<file path="src/tpi_pkg.sv">
// Constants shared by the trace port integration-test register block
`default_nettype none
package tpi_pkg;

   // ----------------------------------------------------------------------
   // Register byte offsets within the unit's 4 KB window
   // ----------------------------------------------------------------------
   localparam int unsigned ADR_W = 12;
   localparam logic [11:0] OFS_INSTR_DATA = 12'heec;
   localparam logic [11:0] OFS_READY_DRIVE = 12'hef0;
   localparam logic [11:0] OFS_VALID_OBS = 12'hef8;
   localparam logic [11:0] OFS_SW_DATA = 12'hefc;
   localparam logic [11:0] OFS_MODE_CTRL = 12'hf00;
   localparam logic [11:0] OFS_CAP_ID = 12'hfc8;

   // ----------------------------------------------------------------------
   // Integration data register layout
   // ----------------------------------------------------------------------
   localparam int unsigned BYTE_W = 8;
   localparam int unsigned CNT_W = 2;
   localparam int unsigned CAP_DEPTH = 3;
   localparam int unsigned SW_VALID_BIT = 29;
   localparam int unsigned SW_CNT_LSB = 27;
   localparam int unsigned INSTR_VALID_BIT = 26;
   localparam int unsigned INSTR_CNT_LSB = 24;
   localparam int unsigned DATA_LSB = 0;
   localparam int unsigned VALID_OBS_BIT = 0;
   localparam int unsigned READY_DRIVE_BIT = 0;

   // ----------------------------------------------------------------------
   // Mode field encodings and reset values
   // ----------------------------------------------------------------------
   localparam int unsigned MODE_W = 2;
   localparam logic [1:0] MODE_NORMAL = 2'h0;
   localparam logic [1:0] MODE_INTEG = 2'h1;
   localparam logic [1:0] MODE_DATA = 2'h2;
   localparam logic [1:0] MODE_RST = 2'h0;
   localparam logic READY_DRIVE_RST = 1'b0;

   // ----------------------------------------------------------------------
   // Capability register fields
   // ----------------------------------------------------------------------
   localparam int unsigned CAP_NRZ_BIT = 11;
   localparam int unsigned CAP_MANCH_BIT = 10;
   localparam int unsigned CAP_PARALLEL_BIT = 9;
   localparam int unsigned CAP_BUF_LSB = 6;
   localparam logic [2:0] CAP_BUF_4B = 3'h2;
   localparam int unsigned CAP_ASYNC_BIT = 5;
   localparam int unsigned CAP_INPUTS_LSB = 0;
   localparam logic [4:0] CAP_INPUTS_M1 = 5'h01;

endpackage : tpi_pkg
`default_nettype wire

</file>
<file path="src/tpi_byte_capture.sv">
// Byte capture store for one trace input port in integration data test mode
`timescale 1ns/10ps
`default_nettype none
module tpi_byte_capture
   import tpi_pkg::*;
#(
   parameter int DEPTH = CAP_DEPTH
) (
   input wire logic clk_i,
   input wire logic rst_i,
   input wire logic accept_i,
   input wire logic clear_i,
   input wire logic [BYTE_W-1:0] byte_i,
   output logic [CNT_W-1:0] cnt_o,
   output logic [CNT_W-1:0] cnt_nxt_o,
   output logic [CAP_DEPTH*BYTE_W-1:0] data_o
);

   // ----------------------------------------------------------------------
   // Parameter check
   // ----------------------------------------------------------------------
   if (DEPTH < 1 || DEPTH > int'(CAP_DEPTH)) begin : g_bad_depth
      $error("capture depth must be 1 to 3");
   end

   localparam logic [CNT_W-1:0] FULL_CNT = CNT_W'(DEPTH);

   logic [CNT_W-1:0] cnt_r;
   logic [CNT_W-1:0] wr_idx;
   logic acc_eff;

   // A read that clears in the same cycle still takes the new byte
   assign acc_eff = accept_i && (clear_i || cnt_r < FULL_CNT);
   assign wr_idx = clear_i ? '0 : cnt_r;

   // Count of bytes held since the last read
   always_comb begin
      if (clear_i) begin
         cnt_nxt_o = acc_eff ? CNT_W'(1) : '0;
      end else if (acc_eff) begin
         cnt_nxt_o = cnt_r + CNT_W'(1);
      end else begin
         cnt_nxt_o = cnt_r;
      end
   end

   always_ff @(posedge clk_i) begin
      if (rst_i) begin
         cnt_r <= '0;
      end else begin
         cnt_r <= cnt_nxt_o;
      end
   end

   assign cnt_o = cnt_r;

   // ----------------------------------------------------------------------
   // Byte slots, byte 0 lowest
   // ----------------------------------------------------------------------
   for (genvar i = 0; i < int'(CAP_DEPTH); i++) begin : g_slot
      logic [BYTE_W-1:0] slot_r;
      if (i < DEPTH) begin : g_used
         // Read discards the held bytes
         always_ff @(posedge clk_i) begin
            if (rst_i) begin
               slot_r <= '0;
            end else if (acc_eff && wr_idx == CNT_W'(i)) begin
               slot_r <= byte_i;
            end else if (clear_i) begin
               slot_r <= '0;
            end
         end
      end else begin : g_unused
         assign slot_r = '0;
      end
      assign data_o[i*BYTE_W +: BYTE_W] = slot_r;
   end
endmodule : tpi_byte_capture
`default_nettype wire

</file>
<file path="src/tpi_integ_top.sv">
// Integration-test and capability registers of the trace port unit
//
// Implementation choices: the placing of the registers and the Wishbone interface to the registers.
`timescale 1ns/10ps
`default_nettype none
module tpi_integ_top
   import tpi_pkg::*;
#(
   parameter int DEPTH = CAP_DEPTH,
   parameter bit ASYNC_CLKIN = 1'b0
) (
   input wire logic clk_i,
   input wire logic rst_i,
   input wire logic wb_cyc_i,
   input wire logic wb_stb_i,
   input wire logic wb_we_i,
   input wire logic [ADR_W-1:0] wb_adr_i,
   input wire logic [3:0] wb_sel_i,
   input wire logic [31:0] wb_dat_i,
   output logic [31:0] wb_dat_o,
   output logic wb_ack_o,
   input wire logic port_one_valid_in_i,
   input wire logic [BYTE_W-1:0] port_one_data_i,
   output logic port_one_ready_out_o,
   input wire logic port_two_valid_in_i,
   input wire logic [BYTE_W-1:0] port_two_data_i,
   output logic port_two_ready_out_o,
   input wire logic func_ready_i,
   output logic trace_out_en_o
);

   // ----------------------------------------------------------------------
   // Parameter check
   // ----------------------------------------------------------------------
   if (DEPTH < 1 || DEPTH > int'(CAP_DEPTH)) begin : g_bad_depth
      $error("capture depth must be 1 to 3");
   end

   localparam logic [CNT_W-1:0] FULL_CNT = CNT_W'(DEPTH);

   // Fixed capability word; bit 9 left zero since parallel trace modes are supported
   localparam logic [31:0] CAP_VALUE = (32'h1 << CAP_NRZ_BIT)
      | (32'h1 << CAP_MANCH_BIT)
      | (32'({CAP_BUF_4B}) << CAP_BUF_LSB)
      | (32'({ASYNC_CLKIN}) << CAP_ASYNC_BIT)
      | (32'({CAP_INPUTS_M1}) << CAP_INPUTS_LSB);

   // ----------------------------------------------------------------------
   // Address decode
   // ----------------------------------------------------------------------
   function automatic logic hit(input logic [ADR_W-1:0] adr, input logic [ADR_W-1:0] ofs);
      return adr[ADR_W-1:2] == ofs[ADR_W-1:2];
   endfunction : hit

   logic ack_r;
   logic [31:0] dat_r;
   logic [MODE_W-1:0] mode_r;
   logic ready_drive_r;
   logic one_ready_r;
   logic two_ready_r;
   logic out_en_r;
   logic req;
   logic rd_take;
   logic wr_take;
   logic rd_instr;
   logic rd_sw;
   logic acc_one;
   logic acc_two;
   logic [CNT_W-1:0] cnt_one;
   logic [CNT_W-1:0] cnt_two;
   logic [CNT_W-1:0] cnt_one_nxt;
   logic [CNT_W-1:0] cnt_two_nxt;
   logic [CAP_DEPTH*BYTE_W-1:0] data_one;
   logic [CAP_DEPTH*BYTE_W-1:0] data_two;
   logic [31:0] rd_word;
   logic [31:0] status_bits;
   logic one_ready_nxt;
   logic two_ready_nxt;

   // One request per ack; the cycle holding ack never starts another
   assign req = wb_cyc_i && wb_stb_i && !ack_r;
   assign rd_take = req && !wb_we_i;
   assign wr_take = req && wb_we_i;
   assign rd_instr = rd_take && hit(wb_adr_i, OFS_INSTR_DATA);
   assign rd_sw = rd_take && hit(wb_adr_i, OFS_SW_DATA);

   // ----------------------------------------------------------------------
   // Wishbone slave: ack one cycle after the request is seen
   // ----------------------------------------------------------------------
   always_ff @(posedge clk_i) begin
      if (rst_i) begin
         ack_r <= 1'b0;
      end else begin
         ack_r <= req;
      end
   end

   // Read data latched with the side effects, so what is shown is what is discarded
   always_ff @(posedge clk_i) begin
      if (rst_i) begin
         dat_r <= '0;
      end else begin
         dat_r <= rd_take ? rd_word : '0;
      end
   end

   assign wb_ack_o = ack_r;
   assign wb_dat_o = dat_r;

   // ----------------------------------------------------------------------
   // Software writable registers
   // ----------------------------------------------------------------------
   // Mode field; 11 is stored but acts as normal mode
   always_ff @(posedge clk_i) begin
      if (rst_i) begin
         mode_r <= MODE_RST;
      end else if (wr_take && wb_sel_i[0] && hit(wb_adr_i, OFS_MODE_CTRL)) begin
         mode_r <= wb_dat_i[MODE_W-1:0];
      end
   end

   // Ready drive bit, only bit 0 is kept
   always_ff @(posedge clk_i) begin
      if (rst_i) begin
         ready_drive_r <= READY_DRIVE_RST;
      end else if (wr_take && wb_sel_i[0] && hit(wb_adr_i, OFS_READY_DRIVE)) begin
         ready_drive_r <= wb_dat_i[READY_DRIVE_BIT];
      end
   end

   // ----------------------------------------------------------------------
   // Byte capture on each input port
   // ----------------------------------------------------------------------
   // Bytes only taken in data test mode, on a valid/ready handshake
   assign acc_one = mode_r == MODE_DATA && port_one_valid_in_i && one_ready_r;
   assign acc_two = mode_r == MODE_DATA && port_two_valid_in_i && two_ready_r;

   tpi_byte_capture #(
      .DEPTH(DEPTH)
   ) u_cap_one (
      .clk_i(clk_i),
      .rst_i(rst_i),
      .accept_i(acc_one),
      .clear_i(rd_instr),
      .byte_i(port_one_data_i),
      .cnt_o(cnt_one),
      .cnt_nxt_o(cnt_one_nxt),
      .data_o(data_one)
   );

   tpi_byte_capture #(
      .DEPTH(DEPTH)
   ) u_cap_two (
      .clk_i(clk_i),
      .rst_i(rst_i),
      .accept_i(acc_two),
      .clear_i(rd_sw),
      .byte_i(port_two_data_i),
      .cnt_o(cnt_two),
      .cnt_nxt_o(cnt_two_nxt),
      .data_o(data_two)
   );

   // ----------------------------------------------------------------------
   // Ready outputs
   // ----------------------------------------------------------------------
   // Registered so the outputs come from flops; built from next count to avoid overrun
   always_comb begin
      case (mode_r)
         MODE_INTEG: begin
            one_ready_nxt = ready_drive_r;
            two_ready_nxt = ready_drive_r;
         end
         MODE_DATA: begin
            one_ready_nxt = cnt_one_nxt < FULL_CNT;
            two_ready_nxt = cnt_two_nxt < FULL_CNT;
         end
         default: begin
            one_ready_nxt = func_ready_i;
            two_ready_nxt = func_ready_i;
         end
      endcase
   end

   always_ff @(posedge clk_i) begin
      if (rst_i) begin
         one_ready_r <= 1'b0;
         two_ready_r <= 1'b0;
      end else begin
         one_ready_r <= one_ready_nxt;
         two_ready_r <= two_ready_nxt;
      end
   end

   // Trace output held off while inputs are diverted to the data registers
   always_ff @(posedge clk_i) begin
      if (rst_i) begin
         out_en_r <= 1'b0;
      end else begin
         out_en_r <= mode_r != MODE_DATA;
      end
   end

   assign port_one_ready_out_o = one_ready_r;
   assign port_two_ready_out_o = two_ready_r;
   assign trace_out_en_o = out_en_r;

   // ----------------------------------------------------------------------
   // Read multiplexer
   // ----------------------------------------------------------------------
   // Status byte shared by both data registers; bits 31:30 stay zero
   always_comb begin
      status_bits = '0;
      status_bits[SW_VALID_BIT] = port_two_valid_in_i;
      status_bits[SW_CNT_LSB +: CNT_W] = cnt_two;
      status_bits[INSTR_VALID_BIT] = port_one_valid_in_i;
      status_bits[INSTR_CNT_LSB +: CNT_W] = cnt_one;
   end

   // Unmapped addresses read zero and still ack
   always_comb begin
      rd_word = '0;
      if (hit(wb_adr_i, OFS_INSTR_DATA)) begin
         rd_word = status_bits | 32'(data_one);
      end else if (hit(wb_adr_i, OFS_SW_DATA)) begin
         rd_word = status_bits | 32'(data_two);
      end else if (hit(wb_adr_i, OFS_READY_DRIVE)) begin
         rd_word[READY_DRIVE_BIT] = ready_drive_r;
      end else if (hit(wb_adr_i, OFS_VALID_OBS)) begin
         rd_word[VALID_OBS_BIT] = port_one_valid_in_i | port_two_valid_in_i;
      end else if (hit(wb_adr_i, OFS_MODE_CTRL)) begin
         rd_word[MODE_W-1:0] = mode_r;
      end else if (hit(wb_adr_i, OFS_CAP_ID)) begin
         rd_word = CAP_VALUE;
      end
   end
endmodule : tpi_integ_top
`default_nettype wire

</file>
<file path="config.mk">
export PLATFORM = sky130hd
export DESIGN_NAME = tpi_integ_top
export DESIGN_NICKNAME = d
export VERILOG_FILES = /design/src/tpi_pkg.sv /design/src/tpi_byte_capture.sv /design/src/tpi_integ_top.sv
export SDC_FILE = /design/constraint.sdc
export NUM_CORES = 1
export LEC_CHECK = 0
export BUFFER_PORTS_ARGS = -buffer_cell sky130_fd_sc_hd__buf_2
export CAP_MARGIN = 30
export CORE_UTILIZATION = 30
export CTS_CLUSTER_SIZE = 10
export DETAILED_ROUTE_END_ITERATION = 12
export SYNTH_ARGS = -nofsm -noshare
export SYNTH_HDL_FRONTEND = slang
export SYNTH_SLANG_ARGS = --single-unit
export TNS_END_PERCENT = 20
</file>
<file path="constraint.sdc">
create_clock -name clk_i -period 3.1 [get_ports clk_i]
set_clock_uncertainty 0.2 [all_clocks]
set_input_delay 0.31 -clock clk_i [delete_from_list [all_inputs] [get_ports clk_i]]
set_output_delay 0.31 -clock clk_i [all_outputs]
set_load 0.01 [all_outputs]
</file>
==> PnR_summary.wiki, run 1 <==
{| class="wikitable"
! Metric !! Value
|-
| 1st-pass router iterations || 4
|-
| Post-DP Area || 0.00392 mm²
|-
| Synth Area in XOR/XNOR || 0
|-
| Die boundary width || 109 µm
|-
| Relative slew margins || 0.515
|-
| Multi-input logic area || 0.00154 mm²
|-
| Worst IR Drop VDD || 0.234 mV
|-
| Post-synthesis cell area || 0.00343 mm²
|-
| Total of warnings raised by yosys || 0
|-
| Worst path arrival time || 2.23 ns
|-
| Status || finished clean
|-
| Critical path peak fanout || 9
|-
| Via count of the first global-routing pass || 2721
|-
| Maximum root-to-sink buffer count || 2
|-
| Layout cells sized above 1 || 0.275
|-
| Area leader, netlist || dfxtp_1
|-
| Post-synthesis mux area share || 0.102
|-
| Design Area, Final || 0.00421 mm²
|-
| Fraction of the mapped netlist area in compound gates || 0.143
|-
| Total power || 2.27 mW
|-
| Tmin final || 2.15 ns
|-
| Combinational family with the most area after synthesis || simple AND/OR/NAND/NOR gates
|-
| Post-synth top flop || dfxtp_1
|-
| Detailed placer's ending HPWL || 6.06 mm
|-
| RSZ-0062 raised after global routing || false
|-
| Clock tree from TritonCTS || yes
|-
| Syn_area_per_cell || 10.5 µm²
|-
| CTS Hold Buffers Added || 0
|-
| Endpoints failing hold || 0
|-
| Leak pwr || 1.74 nW
|-
| Power density normalized to cell area || 540 mW/mm²
|-
| Capturing element type of the critical path || flip-flop
|-
| Fraction of the mapped netlist area in adder cells || 0.0146
|-
| Top area cells in the synthesized netlist || dfxtp_1 (52%), mux2i_1 (10%), a22o_1 (6.4%), nor2_1 (4.3%), a22o_2 (2.9%)
|-
| Post-Synthesis Cells || 326
|-
| Critical Path Start Type || flip-flop
|-
| CTS clk-pin slew, worst paths || 0.06 ns
|-
| Maximum number of pins on one net before global-route repair || 20
|-
| Library cell with the highest instance count after synthesis || dfxtp_1
|-
| Number of instances resized during post-cts repair || 0
|-
| Die area || 0.0119 mm²
|-
| FILL cells || 1099
|-
| Fraction of registers with async set or reset after synthesis || 0
|-
| Buffer cell driving the clock tree root || clkbuf_16
|-
| Setup Fix Bufs, Post-CTS || 0
|-
| Global-route wire length before repair || 13.8 mm
|-
| H-Tree Level Count || 3
|-
| Initial standard-cell utilization of the core || 0.312
|-
| Number of nets in the finished design || 475
|-
| Critical path buffer and inverter count || 0
|-
| Routed length per placed instance || 15.9 µm
|-
| Register area || 0.00178 mm²
|-
| Fraction of post-synthesis cell area in the top cell type by area || 0.520
|-
| EDFF count, synth || 0
|-
| Kind of critical path || reg2reg
|-
| Row cnt || 38
|-
| Critical-path cell with the highest stage delay || a211oi_2
|-
| Simple-Gate Fraction of Synth Area || 0.186
|-
| Routed Antenna Nets || 0
|-
| Area delta synth->final || 22.7%
|-
| GRT overflow || 0
|-
| Netlist cell types || 47
|-
| Hold Path Class || in2reg
|-
| Via/cell ratio || 4.99
|-
| Final setup violation count || 0
|-
| Period utilisation layout || 0.693
|-
| Count of unresolved DRC violations after routing || 0
|-
| Height of the die || 109 µm
|-
| Pins Over Slew Limit || 0
|-
| Chain of cells forming the critical path || ha_1 > or3_1 > a211oi_2 > a22o_1
|-
| Slowest Stage Delay on Critical Path || 0.64 ns
|-
| Fmax || 466 MHz
|-
| Fin Setup TNS || 0 ns
|-
| Post-detailed-routing wire length || 8.66 mm
|-
| Dominant delay contributor by cell family on the critical path || compound AO/OA/AOI/OAI gates
|-
| Total routing resource utilization after global routing || 0.157
|-
| Sequential element share of the synthesized area || 0.520
|-
| Number of violations of the max-capacitance limit || 0
|-
| Quantity of I/O buffers inserted on ports || 70
|-
| Count of boundary I/O pins || 108
|-
| Clk Latency, worst-skew pair || 0.34 ns
|-
| Worst EP required || 3.18 ns
|-
| Clock buffer count from CTS || 9
|-
| Via total after detailed routing || 2714
|-
| Worst-margin pin slew || 0.726 ns
|-
| Post-synth top cells || dfxtp_1 (89), nor2_1 (39), mux2i_1 (35), a22o_1 (25)
|-
| Placeable core area || 0.0110 mm²
|-
| Placer Congestion || 0.875
|-
| First-iteration detailed-routing DRC count || 98
|-
| Number of antenna repair diodes || 0
|-
| Yosys reg bits || 89
|-
| Number of antenna violations at the first check in global routing || 0
|-
| Clock sink count || 89
|}
==> stage by stage <==
step	cells	setup slack, ns	util	hold slack [ns]
after CTS	544	0.979	0.383	0.00399
after global placement	528	0.947	0.357	0.258
final	544	0.952	0.383	0.0121
after floorplan	327	1.09	-	0.236
after detailed placement	528	0.923	0.357	0.261
after global routing	544	0.866	0.383	0.0120
==> layout by cell type (no fill, tap or decap), types with 3 or more instances in the layout <==
master     netlist  routed
nor3b_1          4       4
mux2i_1         35      35
ha_1             4       4
clkinv_4         0       3
a22o_1          25      25
buf_2            8      70
buf_4            3       8
nand2b_1         4       4
o21ai_0          5       5
nand3_1          7       7
a21oi_1          9       9
a22o_2          10      10
and3_1          12      12
nor3_1          13      13
or3_1            3       3
a31oi_1          3       3
nand4b_1         3       3
clkbuf_16        0       9
nor2_1          39      39
nand2_1         13      13
dfxtp_1         89      89
==> logic make-up after synthesis <==
group,count (synthesis)
and+or+nand+nor,116
muxes,35
adders and majority gates,4
other,1
buffers and inverters,20
AOI/OAI and AO/OA,61
DFF,89
==> power by group <==
part           internal, mW  leakage [nW]  switching [mW]
Sequential             1.15         0.717         0.00168
Combinational        0.0291         0.880          0.0562
Clock                 0.576         0.145           0.465
==> worst paths after layout <==
check                                  endpoint                     startpoint  cells past startpoint  slack, ns
setup reg to reg  u_cap_one.g_slot[0].slot_r[6]             u_cap_one.cnt_o[0]                      4       0.95
hold reg to reg                    wb_dat_o[14]  u_cap_one.g_slot[1].slot_r[6]                      1       0.27
hold / removal                        mode_r[1]                    wb_dat_i[1]                      3       0.01
setup / recovery  u_cap_one.g_slot[0].slot_r[6]             u_cap_one.cnt_o[0]                      4       0.95
==> final cells by class <==
class                   count  area share
clock inverters             6      0.0122
clock buffers              10      0.0568
inverters                   3     0.00268
well taps                 140      0.0416
repair buffers             78      0.0975
flip-flops and latches     89       0.423
multi-input cells         218       0.366
==> layer usage <==
layer | share of wire | up-vias | global-route usage
met1 | 0.46 | 1283 | 0.198
met4 | 0.022 | 0 | 0.0792
met3 | 0.047 | 16 | 0.0299
li1 | - | 1338 | -
met5 | 0 | - | 0
met2 | 0.47 | 77 | 0.252
==> worst reg2reg max path: cells and delay by family (launching register included) <==
kind            cells  cell delay [ns]
simple gates        1             0.35
fa+ha+maj           1             0.28
compound gates      2             0.86
flops               1             0.40
==> registers in the layout, summed over array words and instances (netlist names) <==
signal and cells:
mode_r 2, port_one_ready_out_o 1, port_two_ready_out_o 1, ready_drive_r 1, trace_out_en_o 1, u_cap_one.cnt_o 2
u_cap_one.g_slot.slot_r 24, u_cap_two.cnt_o 2, u_cap_two.g_slot.slot_r 24, wb_ack_o 1, wb_dat_o 30
Note: power is estimated with default switching activity, not from simulation.
==> run 2: changes to the inputs <==
- clock period: 3.1 -> 2.1 ns (I/O delays scaled with it)
==> run 2 against run 1 <==
Net effect:
- cell count increased by 6.1%
- worst hold slack improved by 0.051 ns
- register-to-register slack got worse by 0.86 ns
- clock-buffer cell count increased by 1
- total power increased by 48%
- non-clock buffer count increased by 33
- sequential share of layout area decreased by 3.0 points
- combinational power increased by 93%
- die area unchanged
- final area increased by 7.5%
- sequential cell count unchanged
- critical path type unchanged
==> PnR_summary.wiki, run 2 (synthesis gave the netlist of run 1 again) <==
{| class="wikitable"
! Metric !! Value
|-
| Worst EP required || 2.18 ns
|-
| Final setup margin || 0.0969 ns
|-
| Number of flip-flops in the largest register || 30
|-
| Total routing resource utilization after global routing || 0.159
|-
| Met3 layer wire length in the routed design || 397 µm
|-
| Maximum root-to-sink buffer count || 2
|-
| Placeable core area || 0.0110 mm²
|-
| Worst IR Drop VDD || 0.316 mV
|-
| Initial standard-cell utilization of the core || 0.312
|-
| Row cnt || 38
|-
| Relative slew margins || 0.528
|-
| Buffer cell driving the clock tree root || clkbuf_16
|-
| Global-route wire length before repair || 14.2 mm
|-
| Wire length on met2 || 4.25 mm
|-
| Detailed placer's ending HPWL || 6.18 mm
|-
| Final core utilization || 0.412
|-
| 1st-pass router iterations || 4
|-
| Power density normalized to cell area || 745 mW/mm²
|-
| Highest routing layer actually used || met4
|-
| Area delta synth->final || 31.9%
|-
| Worst-margin pin slew || 0.707 ns
|-
| Sum of routed wire segments on met1 || 4.06 mm
|-
| Status || finished clean
|-
| H-Tree Level Count || 3
|-
| GRT overflow || 0
|-
| Fmax || 499 MHz
|-
| Clock sink count || 89
|-
| CTS clk-pin slew, worst paths || 0.06 ns
|-
| First-iteration detailed-routing DRC count || 90
|-
| Count of unresolved DRC violations after routing || 0
|-
| Die area || 0.0119 mm²
|-
| Endpoints failing hold || 0
|-
| Period utilisation layout || 0.954
|-
| Number of violations of the max-capacitance limit || 0
|-
| Final setup violation count || 0
|-
| Worst path arrival time || 2.08 ns
|-
| Non-filler cells, final || 577
|-
| Commonest non-fill, non-tap cells in the layout || dfxtp_1 (89), buf_2 (70), nor2_1 (39)
|-
| Register area || 0.00178 mm²
|-
| Tmin final || 2.00 ns
|-
| Critical Path Start Type || flip-flop
|-
| Leading cell type in the layout, fill and taps excluded || dfxtp_1
|-
| Clock buffer count from CTS || 9
|-
| Setup Fix Bufs, Post-CTS || 0
|-
| Count of boundary I/O pins || 108
|-
| Kind of critical path || reg2reg
|-
| Maximum number of pins on one net before global-route repair || 20
|-
| Number of antenna repair diodes || 0
|-
| Post-detailed-routing wire length || 8.84 mm
|-
| Quantity of I/O buffers inserted on ports || 70
|-
| FILL cells || 1082
|-
| RSZ-0062 raised after global routing || false
|-
| Total instance count after detailed placement || 538
|-
| Via/cell ratio || 4.90
|-
| Routed Antenna Nets || 0
|-
| Via count of the first global-routing pass || 2828
|-
| Layout cells sized above 1 || 0.279
|-
| Capturing element type of the critical path || flip-flop
|-
| Hold Path Class || in2reg
|-
| Leak pwr || 1.88 nW
|-
| Die boundary width || 109 µm
|-
| Height of the die || 109 µm
|-
| Pre-CTS setup slack || 0.0625 ns
|-
| Number of nets in the finished design || 508
|-
| Routed length per placed instance || 15.3 µm
|-
| Pins Over Slew Limit || 0
|-
| Number of antenna violations at the first check in global routing || 0
|-
| Clk Latency, worst-skew pair || 0.34 ns
|-
| Placer Congestion || 0.914
|-
| Multi-input logic area || 0.00155 mm²
|-
| Critical path peak fanout || 8
|-
| Via total after detailed routing || 2827
|-
| Clock tree from TritonCTS || yes
|-
| Fin Setup TNS || 0 ns
|}
run 2: path summary, 6_finish.rpt:
| kind | startpoint | end | slack, ns | cells after the start |
|---|---|---|---|---|
| hold reg to reg | u_cap_one.g_slot[1].slot_r[4] | wb_dat_o[12] | 0.27 | 1 |
| hold / removal | wb_adr_i[4] | ready_drive_r | 0.06 | 3 |
| setup / recovery | wb_ack_o | u_cap_two.g_slot[0].slot_r[6] | 0.1 | 4 |
| setup reg to reg | wb_ack_o | u_cap_two.g_slot[0].slot_r[6] | 0.1 | 4 |
run 2: final cells by class:
type / count / area share
sequential: 89 / 0.394
multi-input combinational: 218 / 0.342
timing repair buffer: 111 / 0.161
clock buffer: 11 / 0.0537
tap: 140 / 0.0387
clock inverter: 5 / 0.00857
inverter: 3 / 0.00249
run 2: power by group:
part / total (mW) / switching (mW) / leakage (nW) / internal (mW)
Combinational: 0.165 / 0.0888 / 1.03 / 0.0758
Sequential: 1.69 / 0.00254 / 0.717 / 1.69
Clock: 1.51 / 0.671 / 0.136 / 0.841
Total: 3.37 / 0.762 / 1.88 / 2.61
run 2: timing repair:
action,4_1_cts,5_1_grt
hold buffers,23,0
resized for setup,0,2
endpoints found under the hold margin,55,0
endpoints found under the setup margin,0,30
run 2: per-stage QoR:
stage,hold WS (ns),instance area (µm²),total power [mW]
floorplan,0.136,3430,1.79
global placement,0.255,4010,1.86
detailed placement,0.261,4010,1.86
CTS,0.0482,4520,3.41
global route,0.0684,4520,3.49
finish,0.0633,4520,3.37
run 2: per-layer routing:
metal,global-route usage,vias up
met5,0,-
met1,0.201,1350
met3,0.0353,9
li1,-,1409
met4,0.0666,0
met2,0.260,59
run 2: critical path, stage by stage (launching register included):
cell and delay, ns:
dfxtp_1 0.36, and4bb_2 0.26, and4_1 0.24, a211oi_2 0.62, a22o_1 0.26
